[config.mk]
export PLATFORM = sky130hd
export DESIGN_NAME = lin_header_assist
export DESIGN_NICKNAME = d
export VERILOG_FILES = /design/src/verilog/lin_pkg.sv /design/src/verilog/synch_meas_if.sv /design/src/verilog/lin_header_assist.sv /design/src/verilog/synch_edge_counter.sv
export SDC_FILE = /design/constraint.sdc
export NUM_CORES = 1
export LEC_CHECK = 0
export BUFFER_PORTS_ARGS = -buffer_cell sky130_fd_sc_hd__buf_2
export CORE_MARGIN = 2
export CORE_UTILIZATION = 30
export CTS_CLUSTER_DIAMETER = 200
export CTS_CLUSTER_SIZE = 16
export DETAILED_ROUTE_END_ITERATION = 8
export SYNTH_ARGS = -nofsm -noshare
export SYNTH_HDL_FRONTEND = slang
export SYNTH_SLANG_ARGS = --single-unit
[constraint.sdc]
create_clock -name clk -period 2.5 [get_ports clk]
set_clock_uncertainty 0.2 [all_clocks]
set_input_delay 0 -clock clk [delete_from_list [all_inputs] [get_ports clk]]
set_output_delay 0 -clock clk [all_outputs]
set_load 0.1 [all_outputs]
[src/verilog/lin_pkg.sv]
// Purpose: Constants for the LIN header-assist block
// Assumes: 32-bit classic Wishbone, 8-bit registers in byte lane 0
// Notes: Contract list below
// Contract
// rx_blocked_flag shows receive pin blocked from UART
// Arming routes receive pin to timer; reads zero
// Slave unmask after break or after synch
// Mode bit: 0 slave detector, 1 master drive
// Clearing run bit halts everything
// Software checks blocked flag before break arrives
// Software stops run before changing mode
// Setting run blocks timer and UART inputs
// Master drives transmit low during timer period
// Underflow releases transmit, sets break flag
// UART then sends synch, identifier, response
// Slave long low is break; starts synch measure
// Timer measures start bit plus bits 0-6
// Measure end sets synch flag, optional interrupt
// Software reprograms baud rate from timer count
// Response follows only after identifier received
// Collision enable gates collision interrupt
// Transmit/receive mismatch at latch sets collision
// All requests share the timer interrupt line
// Status flags stay set until software clears
package lin_pkg;
  localparam int ADR_W = 12;
  // Register index 106h, byte address four times it
  localparam logic [11:0] CTRL_IDX = 12'h106;
  localparam logic [11:0] FLAG_IDX = 12'h107;
  localparam logic [11:0] CTRL_ADDR = {CTRL_IDX[9:0], 2'h0};
  localparam logic [11:0] FLAG_ADDR = {FLAG_IDX[9:0], 2'h0};
  localparam logic [7:0] CTRL_RESET = 8'h00;
  localparam logic [7:0] FLAG_RESET = 8'h00;
  // Control bits
  localparam int SYN_IE_BIT = 0;
  localparam int BRK_IE_BIT = 1;
  localparam int COL_IE_BIT = 2;
  localparam int BLK_BIT = 3;
  localparam int ARM_BIT = 4;
  localparam int LATE_UNMASK_BIT = 5;
  localparam int MASTER_BIT = 6;
  localparam int RUN_BIT = 7;
  // Flag bits, write 1 to clear
  localparam int BRK_BIT = 0;
  localparam int SYN_BIT = 1;
  localparam int COL_BIT = 2;
  // Falling edges from start bit to end of bit 6 of 55h
  localparam logic [2:0] SYNCH_FALLS = 3'h5;
endpackage : lin_pkg

[src/verilog/synch_meas_if.sv]
// Purpose: Link between header logic and synch edge counter
// Assumes: Same clock on both sides
// Notes: en level, fall and done pulses
`timescale 1ns/1ps
interface synch_meas_if;
  logic en;
  logic fall;
  logic busy;
  logic done;
  modport ctl (output en, output fall, input busy, input done);
  modport cnt (input en, input fall, output busy, output done);
endinterface : synch_meas_if
[src/verilog/lin_header_assist.sv]
// Purpose: LIN header assist beside interval timer and UART
// Assumes: Timer and UART signals on clk; receive pin asynchronous
// Notes: Registers over classic Wishbone, 8 bits in lane 0
//
// Our own choice: the Wishbone interface to the registers.
`timescale 1ns/1ps
module lin_header_assist (
  input wire logic clk,
  input wire logic rst_n,
  input wire logic [lin_pkg::ADR_W-1:0] wb_adr_i,
  input wire logic [31:0] wb_dat_i,
  output logic [31:0] wb_dat_o,
  input wire logic wb_we_i,
  input wire logic [3:0] wb_sel_i,
  input wire logic wb_cyc_i,
  input wire logic wb_stb_i,
  output logic wb_ack_o,
  input wire logic receive_pin,
  output logic transmit_pin,
  input wire logic timer_count_start,
  input wire logic timer_underflow,
  output logic timer_in,
  output logic timer_irq_req,
  input wire logic uart_txd,
  input wire logic uart_tx_enable,
  input wire logic uart_latch,
  output logic uart_rxd
);
  typedef enum logic [2:0] {
    S_IDLE,
    S_BLOCKED,
    S_ARMED,
    S_SYNCH,
    S_MBREAK,
    S_PASS
  } hdr_state_t;

  typedef struct packed {
    hdr_state_t st;
    logic [7:0] ctrl;
    logic blocked;
    logic brk;
    logic syn;
    logic col;
    logic drive_low;
    logic tx;
    logic urx;
    logic tin;
    logic irq;
    logic ack;
    logic [7:0] rdata;
    logic rx_s1;
    logic rx_s2;
    logic rx_d;
    logic timer_count_start_d;
  } main_state_t;

  localparam main_state_t RST_S = '{
    st: S_IDLE,
    ctrl: lin_pkg::CTRL_RESET,
    default: '0
  };

  main_state_t s;
  main_state_t next_s;
  synch_meas_if meas ();

  synch_edge_counter u_cnt (
    .clk(clk),
    .rst_n(rst_n),
    .m(meas.cnt)
  );

  logic hit_ctrl;
  logic hit_flag;
  logic wr_ctrl;
  logic wr_flag;
  logic run;
  logic is_master;
  logic rx_low;
  logic brk_det;
  logic timer_count_start_rise;
  logic set_brk;
  logic set_syn;
  logic set_col;
  logic [7:0] wbyte;

  assign hit_ctrl = wb_adr_i[11:2] == lin_pkg::CTRL_ADDR[11:2];
  assign hit_flag = wb_adr_i[11:2] == lin_pkg::FLAG_ADDR[11:2];
  assign wbyte = wb_dat_i[7:0];
  // Writes land on the edge at which the master sees ack
  assign wr_ctrl = wb_cyc_i && wb_stb_i && s.ack && wb_we_i
                   && wb_sel_i[0] && hit_ctrl;
  assign wr_flag = wb_cyc_i && wb_stb_i && s.ack && wb_we_i
                   && wb_sel_i[0] && hit_flag;
  assign run = s.ctrl[lin_pkg::RUN_BIT];
  assign is_master = s.ctrl[lin_pkg::MASTER_BIT];
  assign rx_low = !s.rx_s2;
  assign timer_count_start_rise = timer_count_start && !s.timer_count_start_d;
  assign brk_det = run && !is_master && s.st == S_ARMED
                   && timer_underflow && rx_low;
  assign set_brk = brk_det || (s.st == S_MBREAK && timer_underflow && run);
  assign set_syn = run && s.st == S_SYNCH && meas.done;
  assign set_col = run && uart_tx_enable && uart_latch
                   && (s.rx_s2 != s.tx);
  assign meas.en = run && s.st == S_SYNCH;
  assign meas.fall = s.rx_d && !s.rx_s2;

  always_comb begin
    next_s = s;
    next_s.rx_s1 = receive_pin;
    next_s.rx_s2 = s.rx_s1;
    next_s.rx_d = s.rx_s2;
    next_s.timer_count_start_d = timer_count_start;
    next_s.ack = wb_cyc_i && wb_stb_i && !s.ack;
    next_s.irq = 1'b0;
    if (wb_cyc_i && wb_stb_i && !s.ack) begin
      if (hit_ctrl) begin
        next_s.rdata = s.ctrl;
        next_s.rdata[lin_pkg::BLK_BIT] = s.blocked;
        next_s.rdata[lin_pkg::ARM_BIT] = 1'b0;
      end else if (hit_flag) begin
        next_s.rdata = lin_pkg::FLAG_RESET;
        next_s.rdata[lin_pkg::BRK_BIT] = s.brk;
        next_s.rdata[lin_pkg::SYN_BIT] = s.syn;
        next_s.rdata[lin_pkg::COL_BIT] = s.col;
      end else begin
        next_s.rdata = 8'h00;
      end
    end
    if (wr_flag) begin
      if (wbyte[lin_pkg::BRK_BIT]) begin
        next_s.brk = 1'b0;
      end
      if (wbyte[lin_pkg::SYN_BIT]) begin
        next_s.syn = 1'b0;
      end
      if (wbyte[lin_pkg::COL_BIT]) begin
        next_s.col = 1'b0;
      end
    end
    // Header sequencing
    unique case (s.st)
      S_IDLE: begin
      end
      S_BLOCKED: begin
        if (is_master && timer_count_start_rise) begin
          next_s.st = S_MBREAK;
          next_s.drive_low = 1'b1;
        end
      end
      S_ARMED: begin
        if (brk_det) begin
          next_s.st = S_SYNCH;
          if (!s.ctrl[lin_pkg::LATE_UNMASK_BIT]) begin
            next_s.blocked = 1'b0;
          end
        end
      end
      S_SYNCH: begin
        if (meas.done) begin
          next_s.st = S_PASS;
          next_s.blocked = 1'b0;
        end
      end
      S_MBREAK: begin
        if (timer_underflow) begin
          next_s.st = S_PASS;
          next_s.drive_low = 1'b0;
          next_s.blocked = 1'b0;
        end
      end
      S_PASS: begin
      end
    endcase
    if (wr_ctrl) begin
      next_s.ctrl = wbyte;
      next_s.ctrl[lin_pkg::BLK_BIT] = 1'b0;
      next_s.ctrl[lin_pkg::ARM_BIT] = 1'b0;
      if (wbyte[lin_pkg::RUN_BIT] && !run) begin
        next_s.st = S_BLOCKED;
        next_s.blocked = 1'b1;
      end else if (wbyte[lin_pkg::RUN_BIT] && wbyte[lin_pkg::ARM_BIT]) begin
        next_s.blocked = 1'b1;
        next_s.drive_low = 1'b0;
        next_s.st = wbyte[lin_pkg::MASTER_BIT] ? S_BLOCKED : S_ARMED;
      end
    end
    if (!run) begin
      next_s.st = S_IDLE;
      next_s.blocked = 1'b0;
      next_s.drive_low = 1'b0;
      if (wr_ctrl && wbyte[lin_pkg::RUN_BIT]) begin
        next_s.st = S_BLOCKED;
        next_s.blocked = 1'b1;
      end
    end
    // Hardware set wins over a same-cycle clear
    if (set_brk) begin
      next_s.brk = 1'b1;
    end
    if (set_syn) begin
      next_s.syn = 1'b1;
    end
    if (set_col) begin
      next_s.col = 1'b1;
    end
    next_s.irq = (set_brk && s.ctrl[lin_pkg::BRK_IE_BIT])
                 || (set_syn && s.ctrl[lin_pkg::SYN_IE_BIT])
                 || (set_col && s.ctrl[lin_pkg::COL_IE_BIT]);
    // Master: timer output ORed as a low drive onto transmit
    next_s.tx = uart_txd && !(next_s.drive_low && is_master);
    next_s.urx = next_s.blocked ? 1'b1 : s.rx_s2;
    if (next_s.st == S_SYNCH) begin
      next_s.tin = !(meas.busy || meas.fall);
    end else if (next_s.st == S_ARMED) begin
      next_s.tin = s.rx_s2;
    end else begin
      next_s.tin = 1'b1;
    end
  end

  always_ff @(posedge clk) begin
    if (!rst_n) begin
      s <= RST_S;
    end else begin
      s <= next_s;
    end
  end

  assign wb_ack_o = s.ack;
  assign wb_dat_o = {24'h000000, s.rdata};
  assign transmit_pin = s.tx;
  assign uart_rxd = s.urx;
  assign timer_in = s.tin;
  assign timer_irq_req = s.irq;
endmodule : lin_header_assist

[src/verilog/synch_edge_counter.sv]
// Purpose: Counts synch byte falling edges to gate the timer
// Assumes: fall is a one-cycle pulse from synchronised input
// Notes: busy from first fall until last fall
`timescale 1ns/1ps
module synch_edge_counter (
  input wire logic clk,
  input wire logic rst_n,
  synch_meas_if.cnt m
);
  typedef struct packed {
    logic [2:0] cnt;
    logic busy;
    logic done;
  } cnt_state_t;
  cnt_state_t s;
  cnt_state_t next_s;

  always_comb begin
    next_s = s;
    next_s.done = 1'b0;
    if (!m.en) begin
      next_s.cnt = 3'h0;
      next_s.busy = 1'b0;
    end else if (m.fall && !s.done) begin
      next_s.cnt = s.cnt + 3'h1;
      next_s.busy = 1'b1;
      if (s.cnt + 3'h1 == lin_pkg::SYNCH_FALLS) begin
        next_s.busy = 1'b0;
        next_s.done = 1'b1;
      end
    end
  end

  always_ff @(posedge clk) begin
    if (!rst_n) begin
      s <= '0;
    end else begin
      s <= next_s;
    end
  end

  assign m.busy = s.busy;
  assign m.done = s.done;
endmodule : synch_edge_counter

* After elaboration in Yosys (flattened, before gate mapping)
Cells that the tools add are included.
Storage, ports and cells: register bits 36, bits of input ports 59, output and inout bits 37, word-level logic and storage cells 124
Cells by class: add/subtract/negate cells 1, equal/unequal tests 10, muxes and demuxes 40, reductions and logical operators 53
Operators with widths (count):
- $logic_and 1x1->1 | 30
- $mux 3 | 9
- $mux 1 | 24
- $eq 10x9->1 const B | 2
- $eq 3x2->1 const B | 4
- $mux 12 | 1
- $pmux 3 s4 | 1
- $reduce_bool 2->1 | 6
- $logic_not 1->1 | 8
- $mux 8 | 1
- $reduce_and 2->1 | 4
- $eq 3x3->1 const B | 2
- $logic_or 1x1->1 | 4
- $mux 2 | 2
- $add 3x1->3 const B | 1
- $eq 3x1->1 const B | 1
- $pmux 1 s3 | 1
- $reduce_and 3->1 | 1
- $pmux 1 s2 | 1
- $ne 1x1->1 | 1

* Logic depth before layout (Yosys ltp)
Gate-level depths: netlist of the first run.
word-level depth 14, gate-level depth with buffers 7

* Hierarchy
From an unflattened synthesis of the first run, not the netlist that was laid out.
Unflattened totals: cell total of the unflattened synthesis 211, area, all modules 1820.5 um^2
By module, submodules not included:
- lin_header_assist | times used 1, cells an instance 187, area each 1587.8 um^2
- synch_edge_counter | times used 1, cells an instance 24, area each 232.7 um^2

* Least setup slack after synthesis of the first run
Ideal clock, no wire load.
kind flip-flop to flip-flop, start point reg s (netlist bit wb_ack_o), end point reg s (netlist bit timer_in), setup time 0.128 ns, arrival 1.999 ns, data required time 2.172 ns, slack 0.173 ns, cell stages (with the launch flop) 7, buffers on the path 0, path through dfxtp_1 > nand3_1 > nor2_1 > and3_2 > a31oi_1 > a311oi_1 > a311oi_1
On the way: word-level cells in the longest chain between the ends 10, elaborated cells on any way between the ends 12, those cells by class eq/ne: 2; mux: 5; reduce/logical: 5
RTL lines:
- start: declaration | RTL line lin_header_assist.sv:64 | main_state_t s;
- start signal: assignment | RTL line lin_header_assist.sv:227 | s <= next_s;
- $logic_and 1x1->1 (*) (2 in series) | RTL line lin_header_assist.sv:92 | assign wr_ctrl = wb_cyc_i && wb_stb_i && s.ack && wb_we_i
- $logic_and 1x1->1 (*) (2 in series) | RTL line lin_header_assist.sv:93 | && wb_sel_i[0] && hit_ctrl;
- $logic_and 1x1->1 | RTL line lin_header_assist.sv:193 | if (wr_ctrl && wbyte[lin_pkg::RUN_BIT]) begin
- $mux 1 | RTL line lin_header_assist.sv:193
- $mux 3 (*) | RTL line lin_header_assist.sv:189 | if (!run) begin
- $eq 3x2->1 | RTL line lin_header_assist.sv:216 | end else if (next_s.st == S_ARMED) begin
- $mux 1 | RTL line lin_header_assist.sv:216
- $mux 1 (*) | RTL line lin_header_assist.sv:214 | if (next_s.st == S_SYNCH) begin
Mark *: on every way between the ends. The rest lies on a longest branch, timed or not. A chain may end at the register's enable or synchronous reset.

* Worst setup path in the final report of the first run
start point in wb_adr_i[7] (netlist name), end point reg s (netlist bit timer_in)
On the way: word-level cells in the longest chain between the ends 8, elaborated cells on any way between the ends 10, those cells by class eq/ne: 3; mux: 5; reduce/logical: 2
RTL lines:
- start: declaration | RTL line lin_header_assist.sv:10 | input wire logic [lin_pkg::ADR_W-1:0] wb_adr_i,
- $eq 10x9->1 (*) | RTL line lin_header_assist.sv:88 | assign hit_ctrl = wb_adr_i[11:2] == lin_pkg::CTRL_ADDR[11:2];
- $logic_and 1x1->1 (*) | RTL line lin_header_assist.sv:93
- $logic_and 1x1->1 | RTL line lin_header_assist.sv:193
- $mux 1 | RTL line lin_header_assist.sv:193
- $mux 3 (*) | RTL line lin_header_assist.sv:189
- $eq 3x2->1 | RTL line lin_header_assist.sv:216
- $mux 1 | RTL line lin_header_assist.sv:216
- $mux 1 (*) | RTL line lin_header_assist.sv:214
Marked as above.

==> results.md, run 1 <==
- Met1 GRT Util: 0.150
- I/O pins: 96
- H-tree depth: 2
- Min cycle time layout: 2.34 ns
- Post-synth top area share: 0.370
- Met3 usage: 0.0358
- HPWL after DPL: 3.07 mm
- Slew margin rel.: 0.539
- Vias/cell: 4.51
- WL final: 4.10 mm
- Cell Area, Synth: 1890 um^2
- Async S/R FF share, synth: 0
- Yosys top cell by area: dfxtp_1
- R2R setup slack: 0.43 ns
- Final Instance Count excl. Fillers: 355
- Gpl congestion: 0.878
- Clk sink count: 35
- Arrival time worst endpoint: 2.28 ns
- Crit share post-route: 0.937
- RSZ-0062 raised after global routing: false
- GRT busiest layer: met2
- TritonCTS clock tree: built
- Area of the core: 5990 um^2
- GRT Residual Overflow: 0
- Hold WC Path Type: input pin to flip-flop
- Seq/Total Area, Yosys: 0.370
- Status: complete, no violations
- Maximum clock frequency: 0.427 GHz
- Max Cap Viol: 0
- Maximum vdd drop: 0.222 mV
- PwrDens: 544 nW/um^2
- Critical-path maximum fanout: 4
- Crit-path most repeated cell: a311oi_1
- Layout area overhead: 20.6%
- Setup TNS: 0 ns
- Critical path's top delay family: simple AND/OR/NAND/NOR gates
- Die area: 6960 um^2
- Worst-path cell chain: dlygate4sd3_1, buf_2, or4b_1, nor4_2, buf_4, and3_2, a31oi_1, a311oi_1, a311oi_1
- EDFF count, synth: 0
- Most common cell after layout, fill and taps aside: buf_2
- CTS max path bufs: 2
- # diodes: 0
- Final Setup Violations: 0
- Worst Path Buf+Inv: 3
- CP max stage cell: dlygate4sd3_1
- Startpoint types: input pin
- Synth warn: 0
- Tot Pwr: 1240 uW
- Crit Path Class: input pin to flip-flop
- Yosys cell types: 42
- Max-slew violation count: 0
- Post-route antenna net violation count: 0
- Largest net degree at the start of global routing: 23
- Largest cells by area after synthesis: dfxtp_1 (37%), buf_4 (13%), a21oi_1 (4.8%)
- Post-Syn Area per Cell: 8.33 um^2
- Cell Rows: 28
- Final instance area: 2280 um^2
- CP peak stage delay: 0.54 ns
- First-pass GRT wire length: 6.89 mm
- Layout Nets: 341
- Worst-Margin Slew: 0.686 ns
- Inserted Clock Buffers: 5
- Avg WL per Cell: 11.5 um
- Die Wd: 83.4 um
- GR Util All Layers: 0.122
- Chip height: 83.4 um
- Placed Area: 1990 um^2
- Most frequent cells in the layout: buf_2 (40), dfxtp_1 (35), conb_1 (25)
- Drt drc: 0
- Syn Inst Count: 227
- Initial antenna violation count: 0
- Crit. End Element: flip-flop
- CP required: 2.43 ns
- Iter 0 DRT Violations: 98
- Top FF cell, synth: dfxtp_1
- P_leak: 0.000949 uW
- Number of global-route vias before repair: 1531
- Via count: 1602
- Yosys reg bits: 35
- Clock transition at path regs: 0.07 ns
- Port Buffers: 40
- Initial Util: 0.316
- GRT met2 Usage: 0.193
- Share of cells above drive strength 1: 0.214
- Placed insts: 328
- 1st-pass router iterations: 4
- Worst-Skew Late Latency: 0.28 ns
- Hold Fails Final Rpt: 0
- Clock Root Buffer: clkbuf_8
## report_power, final
group	internal, uW	switching, uW	total [uW]
Combinational	47.0	221	268
Sequential	563	2.86	566
Clock	216	191	407
## final cells by class
class / instances / area (um^2)
Clock buffer: 6 / 82.6
Clock inverter: 1 / 5.00
Sequential cell: 35 / 701
Inverter: 13 / 48.8
Multi-Input combinational cell: 164 / 943
Fill cell: 645 / 3710
Timing Repair Buffer: 61 / 408
Tap cell: 75 / 93.8
## metal layers
layer | vias up | wire [um] | share of wire
met5 | - | 0 | 0
met4 | 0 | 108 | 0.026
met3 | 8 | 241 | 0.059
met2 | 54 | 1920 | 0.47
met1 | 721 | 1830 | 0.45
li1 | 819 | - | -
## registers in the layout, indices dropped and copies added, names as in the netlist
signal	cells
u_cnt.s	3
transmit_pin	1
is_master	1
timer_irq_req	1
timer_in	1
run	1
s	14
u_cnt.m.busy	1
wb_dat_o	7
u_cnt.m.done	1
uart_rxd	1
wb_ack_o	1
next_s	2
## logic make-up (layout without fill, tap and decap cells)
| group | Yosys count | in the layout | share of synthesized area |
|---|---|---|---|
| AND/OR/NAND/NOR | 92 | 92 | 0.274 |
| AO/OA/AOI/OAI | 34 | 34 | 0.102 |
| multiplexers | 7 | 7 | 0.0377 |
| other | 1 | 25 | 0.00198 |
| adder cells (fa/ha/maj) | 2 | 2 | 0.0132 |
| buffers and inverters | 52 | 81 | 0.182 |
| flip-flops | 35 | 35 | 0.370 |
| XOR/XNOR | 4 | 4 | 0.0185 |
## synth_stat cells (all sizes together), types with 2 or more instances
| cell | n |
|---|---|
| buf | 35 |
| dfxtp | 35 |
| nor2 | 20 |
| a21oi | 18 |
| nand2 | 17 |
| nand3 | 16 |
| inv | 13 |
| o21ai | 8 |
| and2 | 6 |
| mux2i | 6 |
| nand4 | 6 |
| and3 | 4 |
| clkbuf | 4 |
| nor2b | 4 |
| nor4 | 4 |
| nand3b | 3 |
| xor2 | 3 |
| a311oi | 2 |
| a31oi | 2 |
| and2b | 2 |
| ha | 2 |
| nand2b | 2 |
| nand4b | 2 |
| or4b | 2 |
## per-stage QoR
stage	setup WS (ns)	hold slack, ns	util
6_report	0.158	0.000787	0.381
5_1_grt	0.0329	0.0569	0.381
4_1_cts	0.0712	0.00000780	0.380
3_5_place_dp	0.284	0.0130	0.332
3_3_place_gp	0.292	0.0161	0.332
2_1_floorplan	0.173	-0.0839	-
## timing repair
action | 4_1_cts | 5_1_grt
setup endpoints to repair | 0 | 1
resized for setup | 0 | 1
endpoints found under the hold margin | 28 | 0
hold buffers | 20 | 0
setup buffers | 0 | 0
## worst reg2reg max path, cell delays in order, from the launching register on
cell	delay [ns]
dfxtp_1	0.66
nand4_1	0.14
dlygate4sd3_1	0.62
o22a_1	0.20
a21oi_1	0.16
## path summary, 6_finish.rpt
kind,endpoint,from,cells past startpoint
hold reg to reg,next_s[1]$_SDFF_PN0_,next_s[2]$_SDFF_PN0_,1
setup reg to reg,timer_irq_req$_SDFF_PN0_,run$_SDFFE_PN0P_,4
setup / recovery,timer_in$_SDFF_PN0_,wb_adr_i[7],9
hold / removal,wb_ack_o$_SDFF_PN0_,wb_cyc_i,4
Note: power is estimated with default switching activity, not from simulation.
==> run 2, diff against run 1 <==
Settings changed: PLACE_DENSITY_LB_ADDON set to 0.05.
==> run 2 against run 1 <==
  * The run now ends with hold timing left
  * Clock-buffer cell count grew 2
  * Utilization grew 0.21 points
  * Highest routed layer unchanged
  * Cell count grew 0.28%
  * Critical endpoint unchanged
  * Sequential share of layout area shrank 0.17 points
  * Combinational power is essentially flat
  * Total power grew 3.1%
  * First-iteration DRC count shrank 47%
  * Die area is the same
  * Sequential power is essentially flat
==> results.md, run 2 (synthesis results as in run 1) <==
- Worst-Margin Slew: 0.714 ns (was 0.686 ns)
- Crit Path Class: input pin to flip-flop (unchanged)
- Min cycle time layout: 2.33 ns (was 2.34 ns)
- Largest net degree at the start of global routing: 23 (unchanged)
- CTS max path bufs: 2 (unchanged)
- Iter 0 DRT Violations: 52 (was 98)
- WL final: 4.30 mm (was 4.10 mm)
- Gpl congestion: 0.783 (was 0.878)
- Startpoint types: input pin (unchanged)
- Most frequent cells in the layout: buf_2 (40), dfxtp_1 (35), conb_1 (25) (unchanged)
- Final instance area: 2290 um^2 (was 2280 um^2)
- Postcts setup bufs: 0 (unchanged)
- Chip height: 83.4 um (unchanged)
- Die Wd: 83.4 um (unchanged)
- Fill count: 652 (was 645)
- Worst Path Buf+Inv: 3 (unchanged)
- I/O pins: 96 (unchanged)
- Inserted Clock Buffers: 5 (unchanged)
- First-pass GRT wire length: 7.06 mm (was 6.89 mm)
- Layout area overhead: 21.3% (was 20.6%)
- Clock transition at path regs: 0.07 ns (about the same)
- 1st-pass router iterations: 4 (unchanged)
- Clk sink count: 35 (unchanged)
- Die area: 6960 um^2 (unchanged)
- RSZ-0062 raised after global routing: false (unchanged)
- CP max stage cell: dlygate4sd3_1 (unchanged)
- Worst-path cell chain: dlygate4sd3_1, buf_2, or4b_1, nor4_2, buf_4, and3_2, a31oi_1, a311oi_1, a311oi_1 (unchanged)
- Critical-path maximum fanout: 4 (unchanged)
- Max Cap Viol: 0 (unchanged)
- CP peak stage delay: 0.53 ns (was 0.54 ns)
- Arrival time worst endpoint: 2.26 ns (was 2.28 ns)
- Max reg flops: 14 (unchanged)
- Max-slew violation count: 0 (unchanged)
- Initial antenna violation count: 0 (unchanged)
- Crit. End Element: flip-flop (unchanged)
- Slew margin rel.: 0.523 (was 0.539)
- Initial Util: 0.316 (unchanged)
- Hold Fails Final Rpt: 3 (was 0)
- Port Buffers: 40 (unchanged)
- GRT Residual Overflow: 0 (unchanged)
- Clock Root Buffer: clkbuf_8 (unchanged)
- Post-route antenna net violation count: 0 (unchanged)
- Core Util, Final: 0.383 (was 0.381)
- Maximum vdd drop: 0.249 mV (was 0.222 mV)
- Critical path's top delay family: simple AND/OR/NAND/NOR gates (unchanged)
- Final Setup Violations: 0 (unchanged)
- Number of global-route vias before repair: 1517 (was 1531)
- Area of the core: 5990 um^2 (unchanged)
- Most common cell after layout, fill and taps aside: buf_2 (unchanged)
- Layout Nets: 341 (unchanged)
- P_leak: 0.000952 uW (was 0.000949 uW)
- GR Util All Layers: 0.126 (was 0.122)
- Min setup slack post-route: 0.169 ns (was 0.158 ns)
- Avg WL per Cell: 12.1 um (was 11.5 um)
- Via count: 1600 (was 1602)
- Share of cells above drive strength 1: 0.221 (was 0.214)
- Setup TNS: 0 ns (unchanged)
- Status: finished, violations left (was complete, no violations)
- DP Worst Slack: 0.313 ns (was 0.284 ns)
- # diodes: 0 (unchanged)
- Vias/cell: 4.49 (was 4.51)
- H-tree depth: 2 (unchanged)
- Placed Area: 2000 um^2 (was 1990 um^2)
- Biggest register: s (unchanged)
- Drt drc: 0 (unchanged)
- CP required: 2.43 ns (about the same)
- TritonCTS clock tree: built (unchanged)
- Crit-path most repeated cell: a311oi_1 (unchanged)
- Cell Rows: 28 (unchanged)
- PwrDens: 558 nW/um^2 (was 544 nW/um^2)
- Worst-Skew Late Latency: 0.28 ns (about the same)
- Fin Hold WS: -0.0140 ns (was 0.000787 ns)
- Maximum clock frequency: 0.429 GHz (was 0.427 GHz)
- Hold WC Path Type: input pin to flip-flop (unchanged)
- Crit share post-route: 0.932 (was 0.937)
- Violated checks: hold timing
- HPWL after DPL: 3.18 mm (was 3.07 mm)
-- run 2: cell count changes in the layout (fill, tap and decap cells not counted) --
cell,before,now
clkbuf_8,6,7
nor2_2,1,0
dlygate4sd3_1,20,18
clkbuf_1,0,1
buf_4,1,3
clkinv_2,1,0
nor2_4,0,1
-- run 2: per-stage QoR --
step,total power (uW),std cells
global placement,825,330
floorplan,819,251
global route,1340,356
CTS,1300,357
finish,1280,356
detailed placement,825,330
-- run 2: power by group --
group | switching [uW] | internal (uW)
Combinational | 222 | 45.9
Clock | 195 | 251
Sequential | 2.74 | 563
Total | 419 | 860
-- run 2: final timing paths --
path / start / slack, ns / to / cells after the start
max: wb_adr_i[6] / 0.17 / timer_in$_SDFF_PN0_ / 9
min reg2reg: next_s[2]$_SDFF_PN0_ / 0.23 / next_s[1]$_SDFF_PN0_ / 1
max reg2reg: s[31]$_SDFF_PN0_ / 0.50 / timer_in$_SDFF_PN0_ / 6
min: uart_latch / -0.01 / timer_irq_req$_SDFF_PN0_ / 4
-- run 2: worst min-delay path, stage by stage --
cell and delay (ns):
buf_2 0.10, nand4_1 0.12, o22a_1 0.14, a21oi_1 0.06
-- run 2: area by class of cell --
cell class / count / area, um^2 / share of cell area
repair buffers: 61 / 403 / 0.176
flip-flops and latches: 35 / 701 / 0.305
well taps: 75 / 93.8 / 0.0409
clock buffers: 8 / 100 / 0.0436
multi-input cells: 164 / 948 / 0.413
inverters: 13 / 48.8 / 0.0213
-- run 2: what timing repair did --
item / in CTS / in global routing
resized for setup: 0 / 2
setup endpoints to repair: 0 / 6
endpoints found under the hold margin: 22 / 0
hold buffers: 19 / 0
-- run 2: routing by layer --
metal  global-route usage  vias to the layer above  wire length (um)
met5                    0                        -                 0
met3               0.0388                        2               268
met1                0.163                      728              2070
met2                0.196                       49              1920
met4               0.0484                        0                41
li1                     -                      821                 -
